$ cat src/shared/adcss_pkg.sv
// Package: constants and carrier types for the single-channel converter sequencer
// Notes on behaviour
// One-shot mode converts the chosen input once per start, then stops.
// Software trigger: writing start to 1 begins conversion at once.
// External trigger: falling pin edge after start set begins; later edges retrigger.
// One-shot completion halts and requests interrupt; software trigger also clears start.
// Software clearing start halts any conversion in either mode.
// Repeat mode converts back to back, no interrupt, stops only on start cleared.
// Input is a primary input, an alternate group input or an extension input.
// Result lands in the result register matching the selected input.
// Software must not rewrite control register 0 during conversion.
// Software must not rewrite control register 1 during conversion.
// After changing mode, software rewrites channel select in a later access.
// After reference connect goes high, software waits 1 us before starting.
// Alternate groups behave like primary inputs, group select picks the group.
// Without sample-and-hold: 49 clocks at 8 bits, 59 at 10 bits.
// With sample-and-hold: 28 clocks at 8 bits, 33 at 10 bits.
// Repeat mode overwrites the same result register after each conversion.
// External trigger selected, start set, no edge yet: stay idle and armed.
package adcss_pkg;

    localparam int RES_W = 10;
    localparam int NUM_RESULTS = 8;
    localparam logic [5:0] CYC_8BIT_NOSH = 6'h31;
    localparam logic [5:0] CYC_10BIT_NOSH = 6'h3B;
    localparam logic [5:0] CYC_8BIT_SH = 6'h1C;
    localparam logic [5:0] CYC_10BIT_SH = 6'h21;
    // System clocks per conversion clock
    localparam logic [2:0] CONV_DIV = 3'h2;
    localparam logic [1:0] MODE_ONE_SHOT = 2'h0;
    localparam logic [1:0] MODE_REPEAT = 2'h1;
    localparam logic [1:0] AMP_NONE = 2'h0;
    localparam logic [1:0] AMP_EXT0 = 2'h1;
    localparam logic [1:0] AMP_EXT1 = 2'h2;
    localparam logic [2:0] EXT0_RESULT_IDX = 3'h0;
    localparam logic [2:0] EXT1_RESULT_IDX = 3'h1;
    localparam logic TRIG_SOFTWARE = 1'b0;
    localparam logic TRIG_EXTERNAL = 1'b1;

    typedef enum {ST_IDLE, ST_ARMED, ST_CONVERT} adcss_state_type;

    // Control bits that software sets
    typedef struct packed {
        logic [1:0] mode_select;
        logic trigger_source_select;
        logic [2:0] channel_select;
        logic [1:0] port_group_select;
        logic [1:0] external_amp_select;
        logic res_10bit;
        logic sample_hold;
    } adcss_ctrl_type;

    // Input routing to the analog front end
    typedef struct packed {
        logic [1:0] port_group_select;
        logic [2:0] channel_select;
        logic [1:0] external_amp_select;
        logic sampling;
    } adcss_route_type;

    typedef logic [NUM_RESULTS-1:0][RES_W-1:0] adcss_results_type;

endpackage : adcss_pkg

$ cat src/hdl/adcss_sequencer.sv
// Single-channel one-shot and repeat conversion sequencer
`timescale 1ns/1ns
module adcss_sequencer (
    input wire logic SYS_CLK_I,
    input wire logic SYS_RST_I,
    input wire adcss_pkg::adcss_ctrl_type CTRL_I,
    input wire logic START_WR_I,
    input wire logic START_DATA_I,
    input wire logic EXT_TRIG_PIN_I,
    input wire logic [adcss_pkg::RES_W-1:0] ANALOG_CODE_I,
    output logic CONV_START_O,
    output logic BUSY_O,
    output logic IRQ_O,
    output adcss_pkg::adcss_route_type ROUTE_O,
    output adcss_pkg::adcss_results_type RESULT_O
);
    import adcss_pkg::*;

    typedef struct packed {
        adcss_state_type state;
        logic start;
        logic trig_s0;
        logic trig_s1;
        logic trig_prev;
        logic [RES_W-1:0] code_s0;
        logic [RES_W-1:0] code_s1;
        logic [2:0] div_cnt;
        logic [5:0] conv_cnt;
        logic irq;
        logic [6:0] run_cnt;
        adcss_route_type route;
        adcss_results_type results;
    } adcss_regs_type;

    adcss_regs_type r_q;
    adcss_regs_type r_d;

    // Conversion length in conversion clocks
    function automatic logic [5:0] conv_len(input logic res10, input logic sh);
        if (sh) begin
            conv_len = res10 ? CYC_10BIT_SH : CYC_8BIT_SH;
        end else begin
            conv_len = res10 ? CYC_10BIT_NOSH : CYC_8BIT_NOSH;
        end
    endfunction : conv_len

    // Result slot for the selected input
    function automatic logic [2:0] result_idx(input adcss_ctrl_type c);
        if (c.external_amp_select == AMP_EXT0) begin
            result_idx = EXT0_RESULT_IDX;
        end else if (c.external_amp_select == AMP_EXT1) begin
            result_idx = EXT1_RESULT_IDX;
        end else begin
            result_idx = c.channel_select;
        end
    endfunction : result_idx

    logic trig_fall;
    logic tick;
    logic last_tick;
    logic [2:0] slot_idx;
    logic [6:0] span_exp;
    assign trig_fall = r_q.trig_prev & ~r_q.trig_s1;
    assign tick = (r_q.div_cnt == CONV_DIV - 3'd1);
    assign last_tick = tick && (r_q.conv_cnt == conv_len(CTRL_I.res_10bit,
        CTRL_I.sample_hold) - 6'd1);
    // Result slot of the selected input, shared by the write and its check
    assign slot_idx = result_idx(CTRL_I);
    // Expected busy span in system cycles, from the package counts alone
    assign span_exp = 7'(CONV_DIV) * 7'(CTRL_I.sample_hold
        ? (CTRL_I.res_10bit ? CYC_10BIT_SH : CYC_8BIT_SH)
        : (CTRL_I.res_10bit ? CYC_10BIT_NOSH : CYC_8BIT_NOSH));

    // Next-state logic
    always_comb begin
        r_d = r_q;
        r_d.irq = 1'b0;
        r_d.trig_s0 = EXT_TRIG_PIN_I;
        r_d.trig_s1 = r_q.trig_s0;
        r_d.trig_prev = r_q.trig_s1;
        r_d.code_s0 = ANALOG_CODE_I;
        r_d.code_s1 = r_q.code_s0;
        r_d.div_cnt = tick ? 3'd0 : r_q.div_cnt + 3'd1;
        r_d.route.port_group_select = CTRL_I.port_group_select;
        r_d.route.channel_select = CTRL_I.channel_select;
        r_d.route.external_amp_select = CTRL_I.external_amp_select;
        case (r_q.state)
            ST_IDLE, ST_ARMED: begin
                r_d.state = (r_q.start && CTRL_I.trigger_source_select == TRIG_EXTERNAL)
                    ? ST_ARMED : ST_IDLE;
                if (r_q.start && CTRL_I.trigger_source_select == TRIG_EXTERNAL
                        && trig_fall) begin
                    r_d.state = ST_CONVERT;
                    r_d.conv_cnt = 6'd0;
                    r_d.div_cnt = 3'd0;
                end
            end
            ST_CONVERT: begin
                if (tick) begin
                    r_d.conv_cnt = r_q.conv_cnt + 6'd1;
                end
                if (CTRL_I.trigger_source_select == TRIG_EXTERNAL && trig_fall) begin
                    r_d.conv_cnt = 6'd0;
                    r_d.div_cnt = 3'd0;
                end else if (last_tick) begin
                    r_d.results[slot_idx] = r_q.code_s1;
                    r_d.conv_cnt = 6'd0;
                    if (CTRL_I.mode_select == MODE_REPEAT) begin
                        r_d.state = ST_CONVERT;
                    end else begin
                        r_d.irq = 1'b1;
                        if (CTRL_I.trigger_source_select == TRIG_SOFTWARE) begin
                            r_d.start = 1'b0;
                            r_d.state = ST_IDLE;
                        end else begin
                            r_d.state = ST_ARMED;
                        end
                    end
                end
            end
            default: begin
                r_d.state = ST_IDLE;
            end
        endcase
        // Software write to start bit overrides hardware clear
        if (START_WR_I) begin
            r_d.start = START_DATA_I;
            if (!START_DATA_I) begin
                r_d.state = ST_IDLE;
                r_d.conv_cnt = 6'd0;
            end else if (CTRL_I.trigger_source_select == TRIG_SOFTWARE
                    && r_q.state != ST_CONVERT) begin
                r_d.state = ST_CONVERT;
                r_d.conv_cnt = 6'd0;
                r_d.div_cnt = 3'd0;
            end
        end
        r_d.route.sampling = (r_d.state == ST_CONVERT);
        // Busy-cycle count for the span check, cleared when a retrigger restarts
        if (r_q.state == ST_CONVERT
                && !(CTRL_I.trigger_source_select == TRIG_EXTERNAL && trig_fall)) begin
            r_d.run_cnt = r_q.run_cnt + 7'h01;
        end else begin
            r_d.run_cnt = 7'h00;
        end
    end

    // State register
    always_ff @(posedge SYS_CLK_I) begin
        if (SYS_RST_I) begin
            r_q <= '0;
            r_q.state <= ST_IDLE;
            r_q.trig_s0 <= 1'b1;
            r_q.trig_s1 <= 1'b1;
            r_q.trig_prev <= 1'b1;
        end else begin
            r_q <= r_d;
        end
    end

    // Outputs from registers
    assign CONV_START_O = r_q.start;
    assign BUSY_O = (r_q.state == ST_CONVERT);
    assign IRQ_O = r_q.irq;
    assign ROUTE_O = r_q.route;
    assign RESULT_O = r_q.results;
endmodule : adcss_sequencer

$ cat config.mk
export PLATFORM = sky130hd
export DESIGN_NAME = adcss_sequencer
export DESIGN_NICKNAME = d
export VERILOG_FILES = /design/src/shared/adcss_pkg.sv /design/src/hdl/adcss_sequencer.sv
export SDC_FILE = /design/constraint.sdc
export NUM_CORES = 1
export LEC_CHECK = 0
export BUFFER_PORTS_ARGS = -buffer_cell sky130_fd_sc_hd__buf_2
export CAP_MARGIN = 20
export CORE_MARGIN = 2
export CORE_UTILIZATION = 49
export CTS_BUF_LIST = sky130_fd_sc_hd__clkbuf_4 sky130_fd_sc_hd__clkbuf_8
export DETAILED_ROUTE_END_ITERATION = 6
export PLACE_DENSITY = 0.77
export SLEW_MARGIN = 20
export SYNTH_ARGS = -nofsm -noshare
export SYNTH_HDL_FRONTEND = slang
export SYNTH_SLANG_ARGS = --single-unit
$ cat constraint.sdc
create_clock -name SYS_CLK_I -period 6 [get_ports SYS_CLK_I]
set_input_delay 1.2 -clock SYS_CLK_I [delete_from_list [all_inputs] [get_ports SYS_CLK_I]]
set_output_delay 1.2 -clock SYS_CLK_I [all_outputs]
set_load 0.03 [all_outputs]
==> results by stage <==
Routing:
- Signal routing reaches up to met4.
- Detailed routing placed a total of 6.808 mm of wire on met2.
- The number of optimization iterations in the first detailed-route pass is 5.
- In the final routed layout, each cell accounts on average for 15.88 um.
- The count of antenna-violating nets left after detailed routing is 0.
- The ratio of routed vias to standard cells is 5.532.
- The routed metal-1 wirelength is ~6.0 mm.
- For this run, design rule violations remaining after detail routing come to 0.
- After detailed routing, the met3 layer carries approximately 1.2 mm of wire.
- The count of vias placed by the detailed router is slightly below 5000.
- For this block, the initial DRC count from the detailed router was 692.
- The total routed wirelength is around 14 mm.

Timing:
- The worst-case clock skew is between 0.01 and 0.015 ns.
- Headroom to the max-slew limit came out at 0.3053.
- Setup repair after global routing left no endpoint under its margin.
- The final-layout setup total negative slack is 0 ns.
- The final clock period utilization by the worst path is 0.6748.
- The max-slew violation total from the final report was 0.
- The time the worst path needs with I/O delays and setup is about 4 ns.
- The number of setup violations in the final report is 0.
- The number of failing hold endpoints at the final stage is 0.
- At the pin with the least slew margin, the transition time is around 1.0 ns.
- The highest clock frequency the design can meet is about 250 MHz.

Global route:
- The first-pass GRT wire length is 22.00 mm.
- The leftover overflow at the end of global routing is 0.
- The number of global-route vias before repair is 4485.
- The maximum number of pins on one net before global-route repair is about 120.
- The aggregate global-route resource usage is 0.2105.
- The initial antenna violation count was 1.

CTS:
- In this run the number of H-tree levels came out at 4.
- The number of sinks on the clock net is ~150.
- The TritonCTS clock tree is done.
- In this run, post-CTS hold repair placed 0 buffers.
- The number of buffers on the longest clock path is 2.
- The post-cts sizing count is 0.
- The later pin in the worst-skew pair is clocked with a latency of around 0.44 ns.
- After clock tree synthesis, the clock-pin slew on the worst setup and hold paths is approximately 0.080 ns.
- The tree is rooted in a sky130_fd_sc_hd__clkbuf_8.
- Clock tree synthesis inserted a total of 17 buffers.
- The count of buffers added by post-CTS timing repair for setup is 0.

Die:
- The chip height is 116.7 um.
- 118 I/O pins were placed.
- The die covers approximately 14000 um^2.
- The initialized floorplan defines 41 standard-cell rows.
- The floorplan step set the die width to ~120 um.
- The core region is about 13000 um^2.
- The initial utilization of the core area, before any placement, comes to 0.4976.

Critical path:
- Tracing the worst setup path back leads to its startpoint at CTRL_I[1].
- STA classifies the critical path endpoint as a flop.
- The slowest cell on the critical path is sky130_fd_sc_hd__nand2_1.
- The startpoint identified for the worst register-to-register timing path is r_q[101]$_SDFF_PP0_.
- The critical-path maximum fanout is 29.
- The type of the worst setup path is in2reg.
- The endpoint required time on the critical path is 6.38 ns.
- The worst path arrival time is about 4.4 ns.
- The startpoint type of the worst setup path is a primary input.
- Walking the worst path, the cells encountered are buf_2 -> inv_1 -> ha_1 -> or3b_2 -> mux2i_1 -> nand2_1 -> nor3_1 -> o211a_1.
- The largest stage delay on the critical path is roughly 0.84 ns.

Outcome:
- The flow ran to the end, and the final reports show no timing, DRC or antenna violations.

Power and ir drop:
- The proportion of total power due to net switching is 0.2123.
- The static leakage power is 2.714 nW.
- The analysis attributes to net switching a power of 0.4098 mW.
- The fraction of power consumed by the clock network is 0.415.
- The share of power burned in combinational logic is 0.036.
- The internal portion of total power is around 1.5 mW.
- The completed layout was analyzed and its total power is 1.931 mW.
- The largest vdd supply drop is roughly 0.25 mV.
- The power share of the sequential group is 0.549.
- The power density of the placed cells is about 290 nW/um^2.

Cells and area:
- For this run, the post-layout net count is 745.
- The post-route cell area is between 6000 and 7000 um^2.
- From synthesis to final layout, the design area changed by 7.895%.
- The count of cells in the finished layout, fillers not included, comes to 899.
- The ratio of cells with drive above 1 in the final layout is 0.2218.

Worst hold path:
- The type of the tightest min-delay check is reg2reg.
- The beginning of the worst hold path is r_d[126]$_SDFF_PP1_.

Synth:
- The compound-cell area share of the yosys netlist was 0.1681.
- Counting flops and latches in the post-synthesis netlist gives roughly 150.
- The dominant cell type by area after synthesis is sky130_fd_sc_hd__dfxtp_1.
- Yosys attributes the largest share of cell area to sky130_fd_sc_hd__dfxtp_1 49%, sky130_fd_sc_hd__buf_4 11%, sky130_fd_sc_hd__a21oi_1 6.9%.
- The Yosys step of the flow raised 0 warnings.
- The mean instance size in the synthesized netlist is 9.001 um^2.
- After synthesis the cells add up to around 6200 um^2.
- The dominant combinational cell family by area after synthesis is simple AND/OR/NAND/NOR gates.
- The multiplexer fraction of the synthesized cell area is 0.003415.
- The area share of fa/ha/maj cells after synthesis is 0.008035.
- Of the synthesized area, sequential elements account for 0.4950.
- In the synthesized netlist, the number of instances is 692.
- The share of the synthesized netlist area taken by xor and xnor gates is 0.005625.
- After synthesis, the netlist uses 46 different library cells.
- The area share of the leading cell type in the synthesized netlist is 0.4950.
- The synthesized-area fraction occupied by and/or/nand/nor cells is 0.1730.

Placed design:
- Counting tap cells, the placed design contains a total of ~870 instances.
- Summing all placed instances gives a cell area of 6275 um^2.
- Detailed placement ended at an HPWL of about 9.3 mm.
- The global placement routability congestion is 0.8323.
- The count of buffers inserted at the top-level ports is 117.

Job:
- Max-cap violations in this run came to 0.
[kinds of logic after synthesis]
family,count (synthesis)
buf+inv,151
compound gates,189
mux,2
xor+xnor,4
fa+ha+maj,4
simple gates,187
other cells,1
flops,154
[power by group through the flow]
stage / clock network [mW] / logic, mW / registers, mW
5_1_grt: 0.862 / 0.0774 / 1.06
3_3_place_gp: 0 / 0.0641 / 1.08
6_report: 0.801 / 0.0696 / 1.06
4_1_cts: 0.818 / 0.0669 / 1.06
2_1_floorplan: 0 / 0.0532 / 1.07
3_5_place_dp: 0 / 0.0666 / 1.08
[flip-flops by register name (all words and copies together) (netlist names)]
register / cells
ROUTE_O: 8
RESULT_O: 80
IRQ_O: 1
r_q: 52
r_d: 12
CONV_START_O: 1
[synthesized netlist by cell type, drive strengths merged]
library cell and instances:
nand3 68, and4 2, mux2i 1, a2111oi 1
or3b 1, a31oi 5, o41ai 1, nor3b 5
inv 4, nor3 8, buf 97, xor2 3
or2 3, mux2 1, o211a 2, nor4b 1
conb 1, a21o 1, and3 10, and2 1
nand4 23, nor2b 30, a21oi 86, o31ai 21
nor4 9, clkbuf 50, nor2 6, a211oi 2
nand3b 2, o21a 1, o311a 3, o21ai 66
dfxtp 154, nand4b 1, and3b 2, or4b 2
xnor2 1, nand2 9, nand2b 2, or4 2
ha 4
[per-layer routing]
layer / global-route usage / vias to the layer above
met1: 0.2632 / 2335
met2: 0.3418 / 239
li1: - / 2380
met3: 0.06487 / 19
met4: 0.08078 / 0
met5: 0 / -
[critical path, delay by kind of cell]
| kind | cells | cell delay, ns |
|---|---|---|
| simple gates | 3 | 1.87 |
| fa+ha+maj | 1 | 0.18 |
| mux | 1 | 0.80 |
| buf+inv | 2 | 0.14 |
| compound gates | 1 | 0.23 |
[cells in the final DEF (no fill, tap or decap), types with 5 or more instances in the layout]
master	Yosys	routed
sky130_fd_sc_hd__conb_1	1	30
sky130_fd_sc_hd__buf_2	5	116
sky130_fd_sc_hd__and3_1	10	10
sky130_fd_sc_hd__a21oi_1	86	86
sky130_fd_sc_hd__nor2b_1	30	30
sky130_fd_sc_hd__nor3_1	8	8
sky130_fd_sc_hd__nand3_1	68	68
sky130_fd_sc_hd__o31ai_1	21	21
sky130_fd_sc_hd__a31oi_1	5	5
sky130_fd_sc_hd__nand4_1	23	23
sky130_fd_sc_hd__dfxtp_1	154	154
sky130_fd_sc_hd__clkbuf_8	0	20
sky130_fd_sc_hd__nor4_1	9	8
sky130_fd_sc_hd__o21ai_0	64	64
sky130_fd_sc_hd__nand2_1	9	9
sky130_fd_sc_hd__nor2_1	6	6
sky130_fd_sc_hd__nor3b_1	5	5
[worst paths after layout]
check	to	slack [ns]	depth (start not counted)
worst min-delay path	r_d[125]$_SDFF_PP1_	0.42	1
worst max register to register	r_q[129]$_SDFF_PP0_	2.65	5
worst min register to register	r_d[125]$_SDFF_PP1_	0.42	1
worst max-delay path	r_q[129]$_SDFF_PP0_	1.95	8
[metrics by stage]
step / hold WS [ns] / setup WS, ns / utilization
3_3_place_gp: 0.3970 / 1.727 / 0.5013
4_1_cts: 0.4103 / 2.043 / 0.5345
6_report: 0.4161 / 1.951 / 0.5369
5_1_grt: 0.4296 / 1.736 / 0.5367
3_5_place_dp: 0.4011 / 1.585 / 0.5013
2_1_floorplan: 0.3895 / 2.895 / -
[area by class of cell]
| cell class | count | area (um^2) |
|---|---|---|
| Fill cell | 1169 | 5797 |
| Sequential cell | 154 | 3083 |
| Multi-Input combinational cell | 416 | 2351 |
| Timing Repair Buffer | 121 | 638.1 |
| Clock buffer | 23 | 297.8 |
| Tap cell | 172 | 215.2 |
| Clock inverter | 8 | 117.6 |
| Inverter | 4 | 15.01 |
| Antenna cell | 1 | 2.502 |
(Power assumes the default switching activity.)
